## config.mk

```make
export PLATFORM = sky130hd
export DESIGN_NAME = efa_cfg
export DESIGN_NICKNAME = d
export VERILOG_FILES = /design/src/hdl/efa_pkg.sv /design/src/hdl/efa_cfg.sv
export SDC_FILE = /design/constraint.sdc
export NUM_CORES = 1
export LEC_CHECK = 0
export BUFFER_PORTS_ARGS = -buffer_cell sky130_fd_sc_hd__buf_2
export CORE_ASPECT_RATIO = 2
export CORE_MARGIN = 8
export CORE_UTILIZATION = 61
export DETAILED_ROUTE_END_ITERATION = 12
export PLACE_DENSITY = 0.82
export SETUP_SLACK_MARGIN = 0.4
export SLEW_MARGIN = 20
export SYNTH_ARGS = -nofsm -noshare
export SYNTH_HDL_FRONTEND = slang
export SYNTH_SLANG_ARGS = --single-unit
```

## constraint.sdc

```tcl
create_clock -name pclk -period 9.25 [get_ports pclk]
set_clock_uncertainty 0.1 [all_clocks]
set_input_delay 1.85 -clock pclk [delete_from_list [all_inputs] [get_ports pclk]]
set_output_delay 1.85 -clock pclk [all_outputs]
set_load 0.05 [all_outputs]
```

## src/hdl/efa_pkg.sv

```systemverilog
// package: register map, fields, timing constants and carriers for echo filter adaptation
package efa_pkg;
  // ----------------------------------------------------------------
  // register byte offsets
  // ----------------------------------------------------------------
  localparam logic [11:0] OFF_SAWTOOTH  = 12'h1C0;
  localparam logic [11:0] OFF_DAMPING   = 12'h1C4;
  localparam logic [11:0] OFF_TAIL      = 12'h1C8;
  localparam logic [11:0] OFF_WINDOWS   = 12'h1CC;
  localparam logic [11:0] OFF_HANG_GAP  = 12'h1D0;
  localparam logic [11:0] OFF_PRESET    = 12'h1D4;
  localparam logic [11:0] OFF_TURBO     = 12'h1DC;
  localparam logic [11:0] OFF_AUXSUP    = 12'h1E0;
  localparam logic [11:0] OFF_CTRL      = 12'h1E4;
  localparam logic [11:0] OFF_STATUS    = 12'h1E8;
  // printed register indices; byte address is four times these
  localparam logic [7:0]  IDX_SAWTOOTH  = 8'h70;
  localparam logic [7:0]  IDX_DAMPING   = 8'h71;
  localparam logic [7:0]  IDX_TAIL      = 8'h72;
  localparam logic [7:0]  IDX_WINDOWS   = 8'h73;
  localparam logic [7:0]  IDX_HANG_GAP  = 8'h74;
  localparam logic [7:0]  IDX_PRESET    = 8'h75;
  localparam logic [7:0]  IDX_TURBO     = 8'h77;
  localparam logic [7:0]  IDX_AUXSUP    = 8'h78;
  // ----------------------------------------------------------------
  // reset values and write masks
  // ----------------------------------------------------------------
  localparam logic [7:0]  RST_SAWTOOTH  = 8'h00;
  localparam logic [7:0]  RST_DAMPING   = 8'h44;
  localparam logic [7:0]  RST_TAIL      = 8'h0F;
  localparam logic [7:0]  RST_WINDOWS   = 8'h77;
  localparam logic [7:0]  RST_HANG_GAP  = 8'h74;
  localparam logic [7:0]  RST_PRESET    = 8'h85;
  localparam logic [7:0]  RST_TURBO     = 8'h08;
  localparam logic [7:0]  RST_AUXSUP    = 8'h00;
  localparam logic [7:0]  RST_CTRL      = 8'h00;
  localparam logic [7:0]  MSK_DAMPING   = 8'h77;
  localparam logic [7:0]  MSK_NIBBLE    = 8'h0F;
  localparam logic [7:0]  MSK_CTRL      = 8'h0F;
  // ----------------------------------------------------------------
  // figures
  // ----------------------------------------------------------------
  localparam int          CLK_HZ        = 50_000_000;
  localparam int          DAMP_BASE_US  = 250;
  localparam int          DAMP_BASE_CYC = DAMP_BASE_US * (CLK_HZ / 1_000_000);
  localparam int          STEP_MS       = 8;
  localparam int          STEP_CYC      = STEP_MS * (CLK_HZ / 1000);
  localparam logic [3:0]  TAIL_64MS     = 4'h7;
  localparam logic [13:0] FULL_ALAW     = 14'h1F80;
  localparam logic [13:0] FULL_MULAW    = 14'h1F5F;
  localparam logic [9:0]  TURBO_BASE    = 10'h15F;
  localparam logic [11:0] NV_LIM_64     = 12'h200;
  localparam logic [11:0] NV_LIM_128    = 12'h400;
  // ----------------------------------------------------------------
  // carriers
  // ----------------------------------------------------------------
  typedef struct packed {
    logic [2:0] ramp_up_rate_sel;
    logic [2:0] ramp_down_rate_sel;
    logic [1:0] offset_magnitude_sel;
  } efa_saw_t;
  typedef struct packed {
    logic       slowdown_effect_sel;
    logic [4:0] slowdown_count_threshold;
    logic [1:0] large_coeff_threshold_sel;
  } efa_aux_t;
  typedef struct packed {
    logic       silence_active;
    logic       fast_adapt_active;
    logic       slowdown_active;
    logic       update_limit_one;
  } efa_state_t;
endpackage

```

## src/hdl/efa_cfg.sv

```systemverilog
// echo filter adaptation configuration bank with derived control logic
// Operation
// - receive bit phase selects phase 0..3
// - offset or saw-tooth added for stability
// - both rates zero stops saw-tooth clock
// - add value to linearised receive samples
// - damping period is 250 us times 2^n
// - no damping while coefficients are frozen
// - echo tail is (code+1) times 8 ms
// - without 128 ms mode clamp to 64 ms
// - tandem: master/slave own alternate channel quads
// - peak window is (code+1) times 8 ms
// - check window uses same 8 ms coding
// - hang-over (code+1) times 8 ms, hysteresis only
// - qualifying level within margin times 3 dB
// - no-voice when count reaches 512 or 1024
// - counter preset is field times 2 or 4
// - turbo when coefficient exceeds 351 plus 4*threshold
// - slow-down when 8*count threshold coefficients large
// - slow-down effect: no turbo, step one
// - large threshold is turbo minus 32/16/8/0
// - hysteresis holds no-voice for hang-over time
//
// Added by the designer: the APB interface to the registers.
`timescale 1ns/1ps
`default_nettype none
module efa_cfg #(
  parameter int          STEP_CYCLES  = efa_pkg::STEP_CYC,
  parameter int          DAMP_CYCLES  = efa_pkg::DAMP_BASE_CYC,
  parameter int          SAW_DIV_BASE = 64,
  parameter logic [13:0] AMP_0        = 14'h0010,
  parameter logic [13:0] AMP_1        = 14'h0020,
  parameter logic [13:0] AMP_2        = 14'h0040,
  parameter logic [13:0] AMP_3        = 14'h0080
) (
  input  wire logic        pclk,
  input  wire logic        presetn,
  input  wire logic        psel,
  input  wire logic        penable,
  input  wire logic        pwrite,
  input  wire logic [11:0] paddr,
  input  wire logic [31:0] pwdata,
  output logic      [31:0] prdata,
  output logic             pready,
  output logic             pslverr,
  input  wire logic        op_mode_pin_lo,
  input  wire logic        op_mode_pin_hi,
  input  wire logic        coeff_frozen,
  input  wire logic        alaw_sel,
  input  wire logic [13:0] rx_lin_sample,
  input  wire logic        rx_lin_valid,
  output logic      [14:0] rx_filter_in,
  input  wire logic [4:0]  rx_channel,
  output logic             channel_owned,
  input  wire logic [9:0]  aux_coeff_mag,
  input  wire logic        aux_coeff_valid,
  input  wire logic        aux_sweep_end,
  input  wire logic        rx_qualify_level,
  output logic      [1:0]  rx_in_bit_phase_sel,
  output logic      [3:0]  silence_level_margin,
  output logic             silence_hysteresis_en,
  output logic             main_damp_tick,
  output logic             aux_damp_tick,
  output logic      [3:0]  tail_eff_code,
  output logic      [9:0]  large_coeff_level,
  output efa_pkg::efa_state_t state_out
);
  // ----------------------------------------------------------------
  // register bank
  // ----------------------------------------------------------------
  logic [7:0] saw_ff, damp_ff, tail_ff, win_ff, hang_ff, preset_ff, turbo_ff, aux_ff, ctrl_ff;
  logic       acc_w;
  logic       mode128;
  efa_pkg::efa_saw_t saw;
  efa_pkg::efa_aux_t aux;
  assign acc_w   = psel && penable && pwrite;
  assign pready  = 1'b1;
  assign mode128 = op_mode_pin_hi;
  assign saw     = efa_pkg::efa_saw_t'(saw_ff);
  assign aux     = efa_pkg::efa_aux_t'(aux_ff);
  assign rx_in_bit_phase_sel   = ctrl_ff[1:0];
  assign silence_hysteresis_en = ctrl_ff[2];
  assign silence_level_margin  = hang_ff[3:0];

  always_ff @(posedge pclk or negedge presetn) begin
    if (!presetn) begin
      saw_ff    <= efa_pkg::RST_SAWTOOTH;
      damp_ff   <= efa_pkg::RST_DAMPING;
      tail_ff   <= efa_pkg::RST_TAIL;
      win_ff    <= efa_pkg::RST_WINDOWS;
      hang_ff   <= efa_pkg::RST_HANG_GAP;
      preset_ff <= efa_pkg::RST_PRESET;
      turbo_ff  <= efa_pkg::RST_TURBO;
      aux_ff    <= efa_pkg::RST_AUXSUP;
      ctrl_ff   <= efa_pkg::RST_CTRL;
    end else if (acc_w) begin
      case (paddr)
        efa_pkg::OFF_SAWTOOTH: saw_ff    <= pwdata[7:0];
        efa_pkg::OFF_DAMPING:  damp_ff   <= pwdata[7:0] & efa_pkg::MSK_DAMPING;
        efa_pkg::OFF_TAIL:     tail_ff   <= pwdata[7:0] & efa_pkg::MSK_NIBBLE;
        efa_pkg::OFF_WINDOWS:  win_ff    <= pwdata[7:0];
        efa_pkg::OFF_HANG_GAP: hang_ff   <= pwdata[7:0];
        efa_pkg::OFF_PRESET:   preset_ff <= pwdata[7:0];
        efa_pkg::OFF_TURBO:    turbo_ff  <= pwdata[7:0] & efa_pkg::MSK_NIBBLE;
        efa_pkg::OFF_AUXSUP:   aux_ff    <= pwdata[7:0];
        efa_pkg::OFF_CTRL:     ctrl_ff   <= pwdata[7:0] & efa_pkg::MSK_CTRL;
        default: ;
      endcase
    end
  end

  // unmapped addresses answer with an error, reads of them return zero
  always_comb begin
    prdata  = 32'h0000_0000;
    pslverr = 1'b0;
    case (paddr)
      efa_pkg::OFF_SAWTOOTH: prdata[7:0] = saw_ff;
      efa_pkg::OFF_DAMPING:  prdata[7:0] = damp_ff;
      efa_pkg::OFF_TAIL:     prdata[7:0] = tail_ff;
      efa_pkg::OFF_WINDOWS:  prdata[7:0] = win_ff;
      efa_pkg::OFF_HANG_GAP: prdata[7:0] = hang_ff;
      efa_pkg::OFF_PRESET:   prdata[7:0] = preset_ff;
      efa_pkg::OFF_TURBO:    prdata[7:0] = turbo_ff;
      efa_pkg::OFF_AUXSUP:   prdata[7:0] = aux_ff;
      efa_pkg::OFF_CTRL:     prdata[7:0] = ctrl_ff;
      efa_pkg::OFF_STATUS:   prdata[3:0] = state_out;
      default:               pslverr     = psel && penable;
    endcase
  end

  // ----------------------------------------------------------------
  // spring damping timers
  // ----------------------------------------------------------------
  logic [22:0] main_cnt_ff, aux_cnt_ff;
  logic [22:0] main_per, aux_per;
  assign main_per = 23'(DAMP_CYCLES) << damp_ff[2:0];
  assign aux_per  = 23'(DAMP_CYCLES) << damp_ff[6:4];

  always_ff @(posedge pclk or negedge presetn) begin
    if (!presetn) begin
      main_cnt_ff    <= '0;
      aux_cnt_ff     <= '0;
      main_damp_tick <= 1'b0;
      aux_damp_tick  <= 1'b0;
    end else if (coeff_frozen) begin
      main_cnt_ff    <= '0;
      aux_cnt_ff     <= '0;
      main_damp_tick <= 1'b0;
      aux_damp_tick  <= 1'b0;
    end else begin
      main_damp_tick <= main_cnt_ff >= main_per - 23'd1;
      aux_damp_tick  <= aux_cnt_ff >= aux_per - 23'd1;
      main_cnt_ff    <= (main_cnt_ff >= main_per - 23'd1) ? '0 : main_cnt_ff + 23'd1;
      aux_cnt_ff     <= (aux_cnt_ff >= aux_per - 23'd1) ? '0 : aux_cnt_ff + 23'd1;
    end
  end

  // ----------------------------------------------------------------
  // saw-tooth and offset generator
  // ----------------------------------------------------------------
  logic [13:0] amp;
  logic [13:0] saw_lvl_ff;
  logic        saw_dir_ff;
  logic [15:0] saw_div_ff;
  logic [2:0]  cur_rate;
  logic        saw_run;
  logic [14:0] sum;
  logic [13:0] full;
  always_comb begin
    case (saw.offset_magnitude_sel)
      2'h0:    amp = AMP_0;
      2'h1:    amp = AMP_1;
      2'h2:    amp = AMP_2;
      default: amp = AMP_3;
    endcase
  end
  // each rate code step doubles the clock frequency
  assign cur_rate = saw_dir_ff ? saw.ramp_down_rate_sel : saw.ramp_up_rate_sel;
  assign saw_run  = (saw.ramp_up_rate_sel != 3'h0) || (saw.ramp_down_rate_sel != 3'h0);

  always_ff @(posedge pclk or negedge presetn) begin
    if (!presetn) begin
      saw_lvl_ff <= '0;
      saw_dir_ff <= 1'b0;
      saw_div_ff <= '0;
    end else if (!saw_run) begin
      saw_lvl_ff <= amp;
      saw_dir_ff <= 1'b0;
      saw_div_ff <= '0;
    end else if (saw_div_ff >= (16'(SAW_DIV_BASE) << (3'h7 - cur_rate))) begin
      saw_div_ff <= '0;
      if (cur_rate != 3'h0) begin
        if (!saw_dir_ff) begin
          saw_lvl_ff <= (saw_lvl_ff >= amp) ? amp : saw_lvl_ff + 14'd1;
          saw_dir_ff <= saw_lvl_ff >= amp;
        end else begin
          saw_lvl_ff <= (saw_lvl_ff == 14'd0) ? 14'd0 : saw_lvl_ff - 14'd1;
          saw_dir_ff <= saw_lvl_ff != 14'd0;
        end
      end else begin
        saw_dir_ff <= ~saw_dir_ff;
      end
    end else begin
      saw_div_ff <= saw_div_ff + 16'd1;
    end
  end

  // saturate at the coding's full scale so the filter never sees wrap-around
  assign full = alaw_sel ? efa_pkg::FULL_ALAW : efa_pkg::FULL_MULAW;
  assign sum  = {1'b0, rx_lin_sample} + {1'b0, saw_lvl_ff};
  always_ff @(posedge pclk or negedge presetn) begin
    if (!presetn) begin
      rx_filter_in <= '0;
    end else if (rx_lin_valid) begin
      rx_filter_in <= (sum > {1'b0, full}) ? {1'b0, full} : sum;
    end
  end

  // ----------------------------------------------------------------
  // tail delay and channel split
  // ----------------------------------------------------------------
  assign tail_eff_code = (!mode128 && tail_ff[3:0] > efa_pkg::TAIL_64MS) ?
                         efa_pkg::TAIL_64MS : tail_ff[3:0];
  // op_mode_pin_lo high marks the slave of a tandem pair
  assign channel_owned = !mode128 || (rx_channel[2] == op_mode_pin_lo);

  // ----------------------------------------------------------------
  // no-voice detection
  // ----------------------------------------------------------------
  logic [26:0] win_cnt_ff, peak_cnt_ff, hang_cnt_ff;
  logic [11:0] nv_cnt_ff;
  logic        nv_ff;
  logic        win_end, peak_end;
  logic [11:0] nv_init;
  logic [11:0] nv_lim;
  assign win_end  = win_cnt_ff >= 27'(STEP_CYCLES) * ({23'd0, win_ff[3:0]} + 27'd1) - 27'd1;
  assign peak_end = peak_cnt_ff >= 27'(STEP_CYCLES) * ({23'd0, win_ff[7:4]} + 27'd1) - 27'd1;
  assign nv_init  = mode128 ? {2'b00, preset_ff, 2'b00} : {3'b000, preset_ff, 1'b0};
  assign nv_lim   = mode128 ? efa_pkg::NV_LIM_128 : efa_pkg::NV_LIM_64;

  always_ff @(posedge pclk or negedge presetn) begin
    if (!presetn) begin
      peak_cnt_ff <= '0;
    end else begin
      peak_cnt_ff <= peak_end ? '0 : peak_cnt_ff + 27'd1;
    end
  end

  always_ff @(posedge pclk or negedge presetn) begin
    if (!presetn) begin
      win_cnt_ff  <= '0;
      nv_cnt_ff   <= '0;
      nv_ff       <= 1'b0;
      hang_cnt_ff <= '0;
    end else if (win_end) begin
      win_cnt_ff <= '0;
      nv_cnt_ff  <= nv_init;
      if (nv_cnt_ff >= nv_lim) begin
        nv_ff       <= 1'b1;
        hang_cnt_ff <= 27'(STEP_CYCLES) * ({23'd0, hang_ff[7:4]} + 27'd1);
      end else if (!silence_hysteresis_en || hang_cnt_ff == '0) begin
        nv_ff <= 1'b0;
      end else begin
        hang_cnt_ff <= hang_cnt_ff - 27'd1;
      end
    end else begin
      win_cnt_ff <= win_cnt_ff + 27'd1;
      if (rx_lin_valid && rx_qualify_level && nv_cnt_ff != 12'hFFF) begin
        nv_cnt_ff <= nv_cnt_ff + 12'd1;
      end
      if (silence_hysteresis_en && hang_cnt_ff != '0) begin
        hang_cnt_ff <= hang_cnt_ff - 27'd1;
      end else if (silence_hysteresis_en && nv_ff && hang_cnt_ff == '0) begin
        nv_ff <= nv_cnt_ff >= nv_lim;
      end
    end
  end

  // ----------------------------------------------------------------
  // turbo and slow-down supervision
  // ----------------------------------------------------------------
  logic [9:0] turbo_lvl;
  logic [7:0] large_cnt_ff;
  logic       turbo_hit_ff, slow_ff;
  assign turbo_lvl = efa_pkg::TURBO_BASE + {4'h0, turbo_ff[3:0], 2'b00};
  always_comb begin
    case (aux.large_coeff_threshold_sel)
      2'h0:    large_coeff_level = turbo_lvl - 10'd32;
      2'h1:    large_coeff_level = turbo_lvl - 10'd16;
      2'h2:    large_coeff_level = turbo_lvl - 10'd8;
      default: large_coeff_level = turbo_lvl;
    endcase
  end

  always_ff @(posedge pclk or negedge presetn) begin
    if (!presetn) begin
      large_cnt_ff <= '0;
      turbo_hit_ff <= 1'b0;
      slow_ff      <= 1'b0;
    end else if (aux_sweep_end) begin
      large_cnt_ff <= '0;
      turbo_hit_ff <= 1'b0;
      // zero threshold switches slow-down supervision off
      slow_ff      <= (aux.slowdown_count_threshold != 5'h0) &&
                      (large_cnt_ff >= {aux.slowdown_count_threshold, 3'b000});
    end else if (aux_coeff_valid) begin
      if (aux_coeff_mag > large_coeff_level && large_cnt_ff != 8'hFF) begin
        large_cnt_ff <= large_cnt_ff + 8'd1;
      end
      if (aux_coeff_mag > turbo_lvl) begin
        turbo_hit_ff <= 1'b1;
      end
    end
  end

  // turbo is taken from the sweep just completed, held until the next sweep ends
  logic turbo_ff_q;
  always_ff @(posedge pclk or negedge presetn) begin
    if (!presetn) begin
      turbo_ff_q <= 1'b0;
    end else if (aux_sweep_end) begin
      turbo_ff_q <= turbo_hit_ff;
    end
  end

  assign state_out.silence_active    = nv_ff;
  assign state_out.slowdown_active   = slow_ff;
  assign state_out.fast_adapt_active = turbo_ff_q && !(slow_ff && aux.slowdown_effect_sel);
  assign state_out.update_limit_one  = slow_ff && aux.slowdown_effect_sel;

  // ----------------------------------------------------------------
  // checks
  // ----------------------------------------------------------------
  a_tail_clamp: assert property (@(posedge pclk) disable iff (!presetn)
    !mode128 |-> tail_eff_code <= efa_pkg::TAIL_64MS)
    else $error("tail not clamped to 64 ms");
  a_turbo_block: assert property (@(posedge pclk) disable iff (!presetn)
    (slow_ff && aux.slowdown_effect_sel) |-> !state_out.fast_adapt_active)
    else $error("turbo active during slow-down");
  a_frozen_quiet: assert property (@(posedge pclk) disable iff (!presetn)
    coeff_frozen |=> !main_damp_tick && !aux_damp_tick)
    else $error("damping tick while frozen");
  a_saw_const: assert property (@(posedge pclk) disable iff (!presetn)
    !saw_run |=> saw_lvl_ff == $past(amp))
    else $error("offset not constant");
  a_preset_load: assert property (@(posedge pclk) disable iff (!presetn)
    win_end |=> nv_cnt_ff == $past(nv_init))
    else $error("no-voice counter not preset");
  a_nv_declare: assert property (@(posedge pclk) disable iff (!presetn)
    (win_end && nv_cnt_ff >= nv_lim) |=> nv_ff)
    else $error("no-voice not declared");
  a_large_level: assert property (@(posedge pclk) disable iff (!presetn)
    aux.large_coeff_threshold_sel == 2'h0 |-> large_coeff_level == turbo_lvl - 10'd32)
    else $error("large level wrong");
  a_owned_split: assert property (@(posedge pclk) disable iff (!presetn)
    (mode128 && !op_mode_pin_lo && rx_channel[2]) |-> !channel_owned)
    else $error("master owns slave channel");
endmodule
`default_nettype wire

```

=== Yosys cells after proc, flatten, opt, wreduce, memory -nomap -nowiden ===
Index checks and enable logic that the tools add are counted.

* $add $sub $neg: 20
* Multiply operators: 2
* $lt $le $gt $ge: 11
* Eq/ne operators: 22
* Shifts and indexed selects: 3
* Mux-type cells: 47
* Bitwise logic cells: 1
* Reduce and logical (&&, ||, !) cells: 49

{| class="wikitable"
|+ Operators by type and width
! kind !! number
|-
| $mux 27 || 5
|-
| $eq 12x9->1 const B || 10
|-
| $mux 23 || 4
|-
| $mux 14 || 6
|-
| $add 23x1->23 const B || 2
|-
| $ge 23x23->1 || 2
|-
| $shl 14x3->23 const A || 2
|-
| $sub 23x1->23 const B || 2
|-
| $pmux 4 s10 || 1
|-
| $mul 12x5->17 const A || 2
|-
| $mux 16 || 2
|-
| $mux 8 || 4
|-
| $pmux 10 s3 || 1
|-
| $add 27x1->27 const B || 1
|-
| $ge 27x27->1 || 1
|-
| $logic_not 27->1 || 1
|-
| $reduce_bool 27->1 || 1
|-
| $sub 27x1->27 const B || 1
|-
| $reduce_and 2->1 || 13
|-
| $sub 24x1->25 const B || 1
|-
| $mux 12 || 2
|-
| $pmux 4 s6 || 1
|-
| $pmux 8 s3 || 1
|-
| $gt 10x10->1 || 2
|-
| 46 further kinds || 87
|}

* Bits in registers: 230
* Input bits: 86
* Output and inout port bits: 77
* Word-level logic and storage cells: 180

=== Longest topological paths before layout ===
Gate-level depths: netlist (run 1).

* Depth after elaboration: 8
* Gate-level depth with buffers: 28
* Gate-level depth less buffers: 25

=== Least setup slack after synthesis (run 1) ===
Ideal clock, no wire load.

* Path type: register to register
* Start point: reg win_ff[0]
* End point: reg hang_cnt_ff[15]
* Library setup time: 0.079 ns
* Arrival: 6.305 ns
* Required time: 9.071 ns
* Setup slack: 2.766 ns
* Cell stages (with the launch flop): 23
* Buffers on the path: 3
* Clock period less this slack: 6.484 ns
* Cells stage by stage: dfstp_2 > clkbuf_1 > nand3_1 > xnor2_1 > inv_1 > xnor2_1 > ha_1 > ha_1 > ha_1 > a211o_1 > a211o_1 > a211oi_1 > nor2_1 > xnor2_1 > or3b_2 > or3_1 > ha_1 > nand4_1 > o41ai_2 > and2_1 > buf_2 > buf_2 > mux2i_1

* Cells in the longest elaborated chain, start to end: 6
* Elaborated cells between the ends (all ways): 8
* Classes of those cells: 2 x add/sub; 1 x mul; 1 x order compare; 1 x eq/ne; 1 x mux; 2 x reduce/logical

{| class="wikitable"
|+ Ends and longest elaborated chain
! element !! RTL line !! source
|-
| start, declared || efa_cfg.sv:71 || <nowiki>logic [7:0] saw_ff, damp_ff, tail_ff, win_ff, hang_ff, preset_ff, turbo_ff, aux_ff, ctrl_ff;</nowiki>
|-
| start signal, assigned || efa_cfg.sv:90 || <nowiki>win_ff <= efa_pkg::RST_WINDOWS;</nowiki>
|-
| start signal, assigned || efa_cfg.sv:101 || <nowiki>efa_pkg::OFF_WINDOWS: win_ff <= pwdata[7:0];</nowiki>
|-
| $add 4x1->5 (*) || efa_cfg.sv:236 || <nowiki>assign win_end = win_cnt_ff >= 27'(STEP_CYCLES) * ({23'd0, win_ff[3:0]} + 27'd1) - 27'd1;</nowiki>
|-
| $mul 12x5->17 (*) || efa_cfg.sv:236 ||
|-
| $sub 24x1->25 (*) || efa_cfg.sv:236 ||
|-
| $ge 27x27->1 (*) || efa_cfg.sv:236 ||
|-
| $ne 3x3->1 (no source line) or $reduce_bool 2->1 (tied branches) || n/a ||
|-
| $reduce_and 2->1 (no source line) || n/a ||
|-
| end signal, assigned || efa_cfg.sv:260 || <nowiki>hang_cnt_ff <= 27'(STEP_CYCLES) * ({23'd0, hang_ff[7:4]} + 27'd1);</nowiki>
|-
| end signal, assigned || efa_cfg.sv:264 || <nowiki>hang_cnt_ff <= hang_cnt_ff - 27'd1;</nowiki>
|-
| end signal, assigned || efa_cfg.sv:272 || <nowiki>hang_cnt_ff <= hang_cnt_ff - 27'd1;</nowiki>
|-
| end, declared || efa_cfg.sv:230 || <nowiki>logic [26:0] win_cnt_ff, peak_cnt_ff, hang_cnt_ff;</nowiki>
|}

Every way passes the cells marked *; elsewhere a longest branch is shown, timed or not.
A chain may end at the register's enable or synchronous reset.

=== Worst setup path after layout (run 1) ===
* Start point: reg win_ff[0]
* End point: reg hang_cnt_ff[19]

Same word-level chain as after synthesis.

==> results of run 1 <==
report_power, final:
part | switching [mW] | leakage [nW] | internal (mW)
Combinational | 0.151 | 5.62 | 0.0634
Clock | 0.421 | 0.385 | 0.558
Sequential | 0.0222 | 2.91 | 1.03
per-stage QoR:
step | power (mW) | hold slack (ns) | util
floorplan | 1.22 | 0.355 | -
global placement | 1.28 | 0.363 | 0.642
detailed placement | 1.28 | 0.369 | 0.642
CTS | 2.26 | 0.386 | 0.669
global route | 2.33 | 0.424 | 0.670
finish | 2.24 | 0.381 | 0.670
kinds of logic (layout without fill, tap and decap cells):
group / Yosys count / in the layout / share of synthesized area
DFF: 230 / 230 / 0.332
xor gates and xnor gates: 177 / 177 / 0.0890
muxes: 86 / 86 / 0.0536
adders and majority gates: 211 / 211 / 0.153
other: 2 / 32 / 0.000431
AOI/OAI and AO/OA: 344 / 344 / 0.131
and+or+nand+nor: 701 / 701 / 0.194
buffers and inverters: 175 / 244 / 0.0469
metal layers:
metal,up-vias,share of wire,GRT usage
li1,6944,-,-
met1,7040,0.34,0.238
met2,400,0.55,0.492
met3,172,0.046,0.0366
met4,0,0.065,0.167
met5,-,0,0
flip-flops by register name, indices dropped and copies added (netlist names), 4 cells and up:
register / count
aux: 8
aux_cnt_ff: 23
ctrl_ff: 4
damp_ff: 6
hang_cnt_ff: 27
hang_ff: 8
large_cnt_ff: 8
main_cnt_ff: 23
nv_cnt_ff: 12
preset_ff: 8
rx_filter_in: 15
saw: 8
saw_div_ff: 16
saw_lvl_ff: 14
tail_ff: 4
turbo_ff: 4
win_cnt_ff: 27
win_ff: 8
final timing paths:
path                            startpoint              end  slack (ns)  depth (start not counted)
max                              win_ff[0]  hang_cnt_ff[19]        1.52                         20
min                        rx_filter_in[5]  rx_filter_in[5]        0.38                          2
max reg2reg                      win_ff[0]  hang_cnt_ff[19]        1.52                         20
min reg2reg                rx_filter_in[5]  rx_filter_in[5]        0.38                          2
max in group asynchronous          presetn    saw_div_ff[1]        6.45                          2
min in group asynchronous          presetn   win_cnt_ff[20]        1.15                          1
critical path, stage by stage, from the launching register on:
cell      delay [ns]
dfstp_2         0.71
ha_1            0.27
xor2_1          0.55
ha_1            0.32
xnor2_1         0.14
ha_1            0.26
ha_1            0.29
ha_1            0.39
a211o_1         0.31
a211o_1         0.32
a211oi_1        0.23
nor2_1          0.08
xnor2_1         0.44
or3b_2          0.52
or3_1           0.44
ha_1            0.34
nand4_1         0.18
o41ai_4         0.55
and2_1          0.60
buf_4           0.38
mux2i_1         0.22
synth_stat cells, types with 15 or more instances:
| cell | n | area [um^2] |
|---|---|---|
| a21o_1 | 38 | 285 |
| xor2_1 | 79 | 692 |
| buf_4 | 36 | 270 |
| clkbuf_1 | 39 | 146 |
| mux2i_1 | 27 | 270 |
| o21ai_0 | 67 | 335 |
| mux2_2 | 59 | 664 |
| dfrtp_1 | 210 | 5260 |
| a22oi_1 | 22 | 165 |
| nand2_1 | 140 | 526 |
| a21oi_1 | 90 | 450 |
| xnor2_1 | 98 | 858 |
| inv_1 | 92 | 345 |
| ha_1 | 207 | 2590 |
| nand4_1 | 37 | 231 |
| or3_1 | 18 | 113 |
| and3_1 | 29 | 181 |
| dfstp_2 | 20 | 526 |
| nor2_1 | 243 | 912 |
| nor3_1 | 48 | 240 |
| nand2b_1 | 15 | 93.8 |
| nand3_1 | 80 | 400 |
area by class of cell:
class | count | share of cell area
multi-input cells | 1551 | 0.580
well taps | 356 | 0.0236
inverters | 92 | 0.0183
clock buffers | 25 | 0.0319
clock inverters | 16 | 0.00908
repair buffers | 111 | 0.0308
flip-flops and latches | 230 | 0.306
==> results.cfg, run 1 <==
[run]
maxCapViolCount = 0

[timing]
finalSetupTns_ns = 0
finalHoldViolCount = 0
grt_setup_unrepaired = no
period_needed_ns = 7.73
max_freq_mhz = 129
finalWorstSetupSlack_ns = 1.52
worst_pin_slew_ns = 0.992
report.final.slew_viol_count = 0
slew-limit-headroom = 0.333
period_share = 0.836
setup_violations = 0

[critical_path]
critPathMaxFanout = 17
required_ns = 9.60
cp-end-kind = flop
startpoint_type = flop
critPathArrivalTime_ns = 8.08
criticalPathCategory = flop to flop

[clock_network]
holdBufCountCts = 0
clkLatencyLatePin_ns = 0.54
clock_sinks = 230
numCtsBuffers = 23
cts_buffer_depth = 3
cts_tree = built
cts-root-buf = clkbuf_16
cts_setup_buffers = 0
cts_resized = 0
cts.clk_slew.worst_paths_ns = 0.07
cts_htree_levels = 1

[synth]
synthArstFlopShare = 1.00
synth-seq-area-share = 0.332
avgSynthCellArea_um2 = 9.05
ys_warn_count = 0
syn-instance-count = 1926
synth_area_um2 = 17400
synth_cell_types = 84
ys_seq_elements = 230
synth-main-ff-cell = dfrtp_1
synth_edf_count = 0

[floorplanning]
num_rows = 87
fp.dieH_um = 255
start_util = 0.618
fp.dieW_um = 136
dieArea_um2 = 34600
coreArea_um2 = 28200
io_pins = 163

[global_routing]
grt_pass1_vias = 15200
grt_overflow = 0
grt_antenna_before_repair = 0
track_usage = 0.254
grt_pass1_wl_mm = 72.0
grt_max_degree = 83

[routing]
drc = 0
routedWlPerCell_um = 18.2
routed-via-count = 14600
final_antenna_net_count = 0
viasPerCell = 6.11
drt_iter0_drc = 833
firstDrtPassIters = 6
drt-total-wl_mm = 43.3

[placed_design]
post_dp_cell_area_um2 = 18100
gp_congestion = 0.955
placed_cells = 2340
numPortBuffers = 106
dpl.hpwl_mm = 33.3
place_worst_setup_slack_ns = 1.57

[run_status]
status = finished clean

[cells_and_area]
nNetsFinal = 2306
synthToLayoutAreaGrowth_pct = 8.34
drive_above_1_share = 0.131
instances_no_fill = 2381
fin_area_um2 = 18900
layout_commonest_cell = nor2_1
multi_input_area_um2 = 11000
regArea_um2 = 5780
antenna_cells = 0
mostFrequentLayoutCells = nor2_1, dfrtp_1, ha_1, nand2_1, buf_2
fillers = 2216

[hold_path]
hp-class = flop to flop

[power]
p_leak_nw = 8.91
power_density_nw_per_um2 = 119
peakVddDrop_mv = 0.171
Note: power is estimated with default switching activity, not from simulation.
==> inputs of run 2 (changes only) <==
ABC_AREA = 1   (was unset)
CORE_UTILIZATION = 56   (was 61)
PLACE_DENSITY = 0.79   (was 0.82)
clock period = 6.3 ns   (was 9.25 ns; I/O delays follow)
==> run 2 against run 1 <==
Core utilization down 4.6 points. Synthesized area up 7.7%. Global-route usage down 2.8 points. Synthesized cell count up 30%. Critical path type unchanged. Largest power group is now the clock network.
==> results.cfg, run 2 <==
[timing]
finalSetupTns_ns = 0
slew-limit-headroom = 0.305
period_share = 0.885
period_needed_ns = 5.58
finalWorstSetupSlack_ns = 0.723
grt_setup_unrepaired = no
max_freq_mhz = 179
finalHoldViolCount = 0
worst_pin_slew_ns = 1.04
setup_violations = 0
report.final.slew_viol_count = 0

[routing]
routed-via-count = 16800
drc = 0
drt_iter0_drc = 1113
routedWlPerCell_um = 15.0
final_antenna_net_count = 0
viasPerCell = 5.48
drt-total-wl_mm = 46.0
firstDrtPassIters = 5

[clock_network]
clkLatencyLatePin_ns = 0.54
numCtsBuffers = 25
cts_tree = built
holdBufCountCts = 0
cts-root-buf = clkbuf_16
clock_sinks = 230
cts_buffer_depth = 3
cts.clk_slew.worst_paths_ns = 0.07
cts_htree_levels = 1

[floorplanning]
dieArea_um2 = 40000
num_rows = 95
start_util = 0.564
fp.dieH_um = 275
coreArea_um2 = 33300
io_pins = 163
fp.dieW_um = 145

[synth]
syn-instance-count = 2510
avgSynthCellArea_um2 = 7.48
synth_area_um2 = 18800
synth_area_leaders = dfrtp_1, ha_1, nand2_1
synth-main-ff-cell = dfrtp_1
yosysMostFrequentCell = nand2_1
synth_top_area_cell = dfrtp_1
synth-seq-area-share = 0.308
synth_top_area_frac = 0.280
synth_commonest_cells = nand2_1, inv_1, nor2_1
synthArstFlopShare = 1.00
ys_warn_count = 0
ys_seq_elements = 230
synth_edf_count = 0
synth_cell_types = 63

[critical_path]
regToRegSetupSlack_ns = 0.72
rr_startpoint = win_ff[0]
cp-end-kind = flop
required_ns = 6.62
slowest_stage = dfstp_2
startpoint_type = flop
criticalPathCategory = flop to flop
r2r_end = hang_cnt_ff[0]
r2r_cells = 28
critPathMaxFanout = 6
critPathArrivalTime_ns = 5.89
max_stage_delay_ns = 0.58

[placed_design]
numPortBuffers = 106
gp_congestion = 0.930
place_worst_setup_slack_ns = 0.383
dpl.hpwl_mm = 34.9

[cells_and_area]
fillers = 2992
drive_above_1_share = 0.114
nNetsFinal = 2919
final_core_utilization = 0.624
mostFrequentLayoutCells = nand2_1, inv_1, nor2_1, dfrtp_1, ha_1
layout_commonest_cell = nand2_1
synthToLayoutAreaGrowth_pct = 10.6
largestRegisters = hang_cnt_ff: 27 flops, win_cnt_ff: 27 flops

[hold_path]
holdPathEnd = win_cnt_ff[0]
hp-class = flop to flop
hold_depth = 1
min_from = win_cnt_ff[0]

[power]
power_density_nw_per_um2 = 170
p_leak_nw = 10.0
peakVddDrop_mv = 0.217

[global_routing]
grt_max_degree = 128
grt_antenna_before_repair = 0
track_usage = 0.226
grt_overflow = 0
grt_pass1_vias = 16200
grt_pass1_wl_mm = 76.9

[run]
maxCapViolCount = 0

[run_status]
status = finished clean
run 2: changes by cell type after synthesis, moves of 29 or more:
cell and delta:
a21o_1 -34, o21ai_0 +82, xnor2_1 -57, nor3_1 +29, inv_1 +227, mux2_2 -59
and3_1 -29, nand3_1 +59, nand2_1 +380
run 2: cells by family after synthesis:
logic type                 share of synthesized area
and+or+nand+nor                                0.276
buffers and inverters                         0.0914
AOI/OAI and AO/OA                              0.113
DFF                                            0.308
adders and majority gates                      0.142
xor gates and xnor gates                      0.0686
other                                       0.000400
run 2: what timing repair did:
| action | CTS | global route |
|---|---|---|
| setup buffers | 0 | 12 |
| gates resized for setup | 4 | 32 |
| cloned | 0 | 1 |
| pin swaps | 0 | 7 |
| setup endpoints to repair | 13 | 67 |
run 2: final cells by class:
type / count / area (um^2) / share of cell area
Sequential cell: 230 / 5780 / 0.278
Clock inverter: 12 / 200 / 0.00964
Timing Repair Buffer: 124 / 698 / 0.0336
Antenna cell: 1 / 2.50 / 0.000121
Inverter: 338 / 1280 / 0.0617
Clock buffer: 32 / 702 / 0.0338
Multi-Input combinational cell: 1903 / 11600 / 0.556
Tap cell: 436 / 546 / 0.0263
run 2: where the power goes:
| group | internal [mW] | switching, mW | leakage, nW |
|---|---|---|---|
| clock | 0.993 | 0.639 | 0.439 |
| sequential | 1.51 | 0.0276 | 2.97 |
| combinational | 0.0974 | 0.255 | 6.62 |
run 2: worst max-delay path by stage:
stage / from / to / slack [ns]
detailed placement: win_ff[0] / hang_cnt_ff[13] / 0.38
floorplan: win_ff[0] / nv_ff / 1.08
finish: win_ff[0] / hang_cnt_ff[0] / 0.72
global route: win_ff[0] / hang_cnt_ff[0] / 0.34
global placement: win_ff[0] / hang_cnt_ff[13] / 0.46
CTS: win_ff[0] / hang_cnt_ff[13] / 0.37
run 2: metal layers:
layer	wire length [um]	vias up	GRT usage
li1	-	8500	-
met1	20200	7867	0.283
met2	22400	402	0.395
met3	2090	77	0.0264
met4	1320	0	0.0837
met5	0	-	0
run 2: per-stage QoR:
| stage | hold slack [ns] | cell area, um^2 | power [mW] | cells |
|---|---|---|---|---|
| floorplan | 0.333 | 18900 | 1.81 | 2540 |
| global placement | 0.354 | 19600 | 1.91 | 3018 |
| detailed placement | 0.362 | 19600 | 1.92 | 3018 |
| CTS | 0.378 | 20500 | 3.55 | 3062 |
| global route | 0.393 | 20800 | 3.65 | 3075 |
| finish | 0.375 | 20800 | 3.52 | 3076 |
run 2: critical path, delay by kind of cell, from the launching register on:
| family | cells | cell delay, ns |
|---|---|---|
| and+or+nand+nor | 11 | 1.51 |
| adders and majority gates | 4 | 1.32 |
| AOI/OAI and AO/OA | 4 | 0.60 |
| DFF | 1 | 0.58 |
| buffers and inverters | 6 | 0.78 |
| xor gates and xnor gates | 3 | 0.60 |
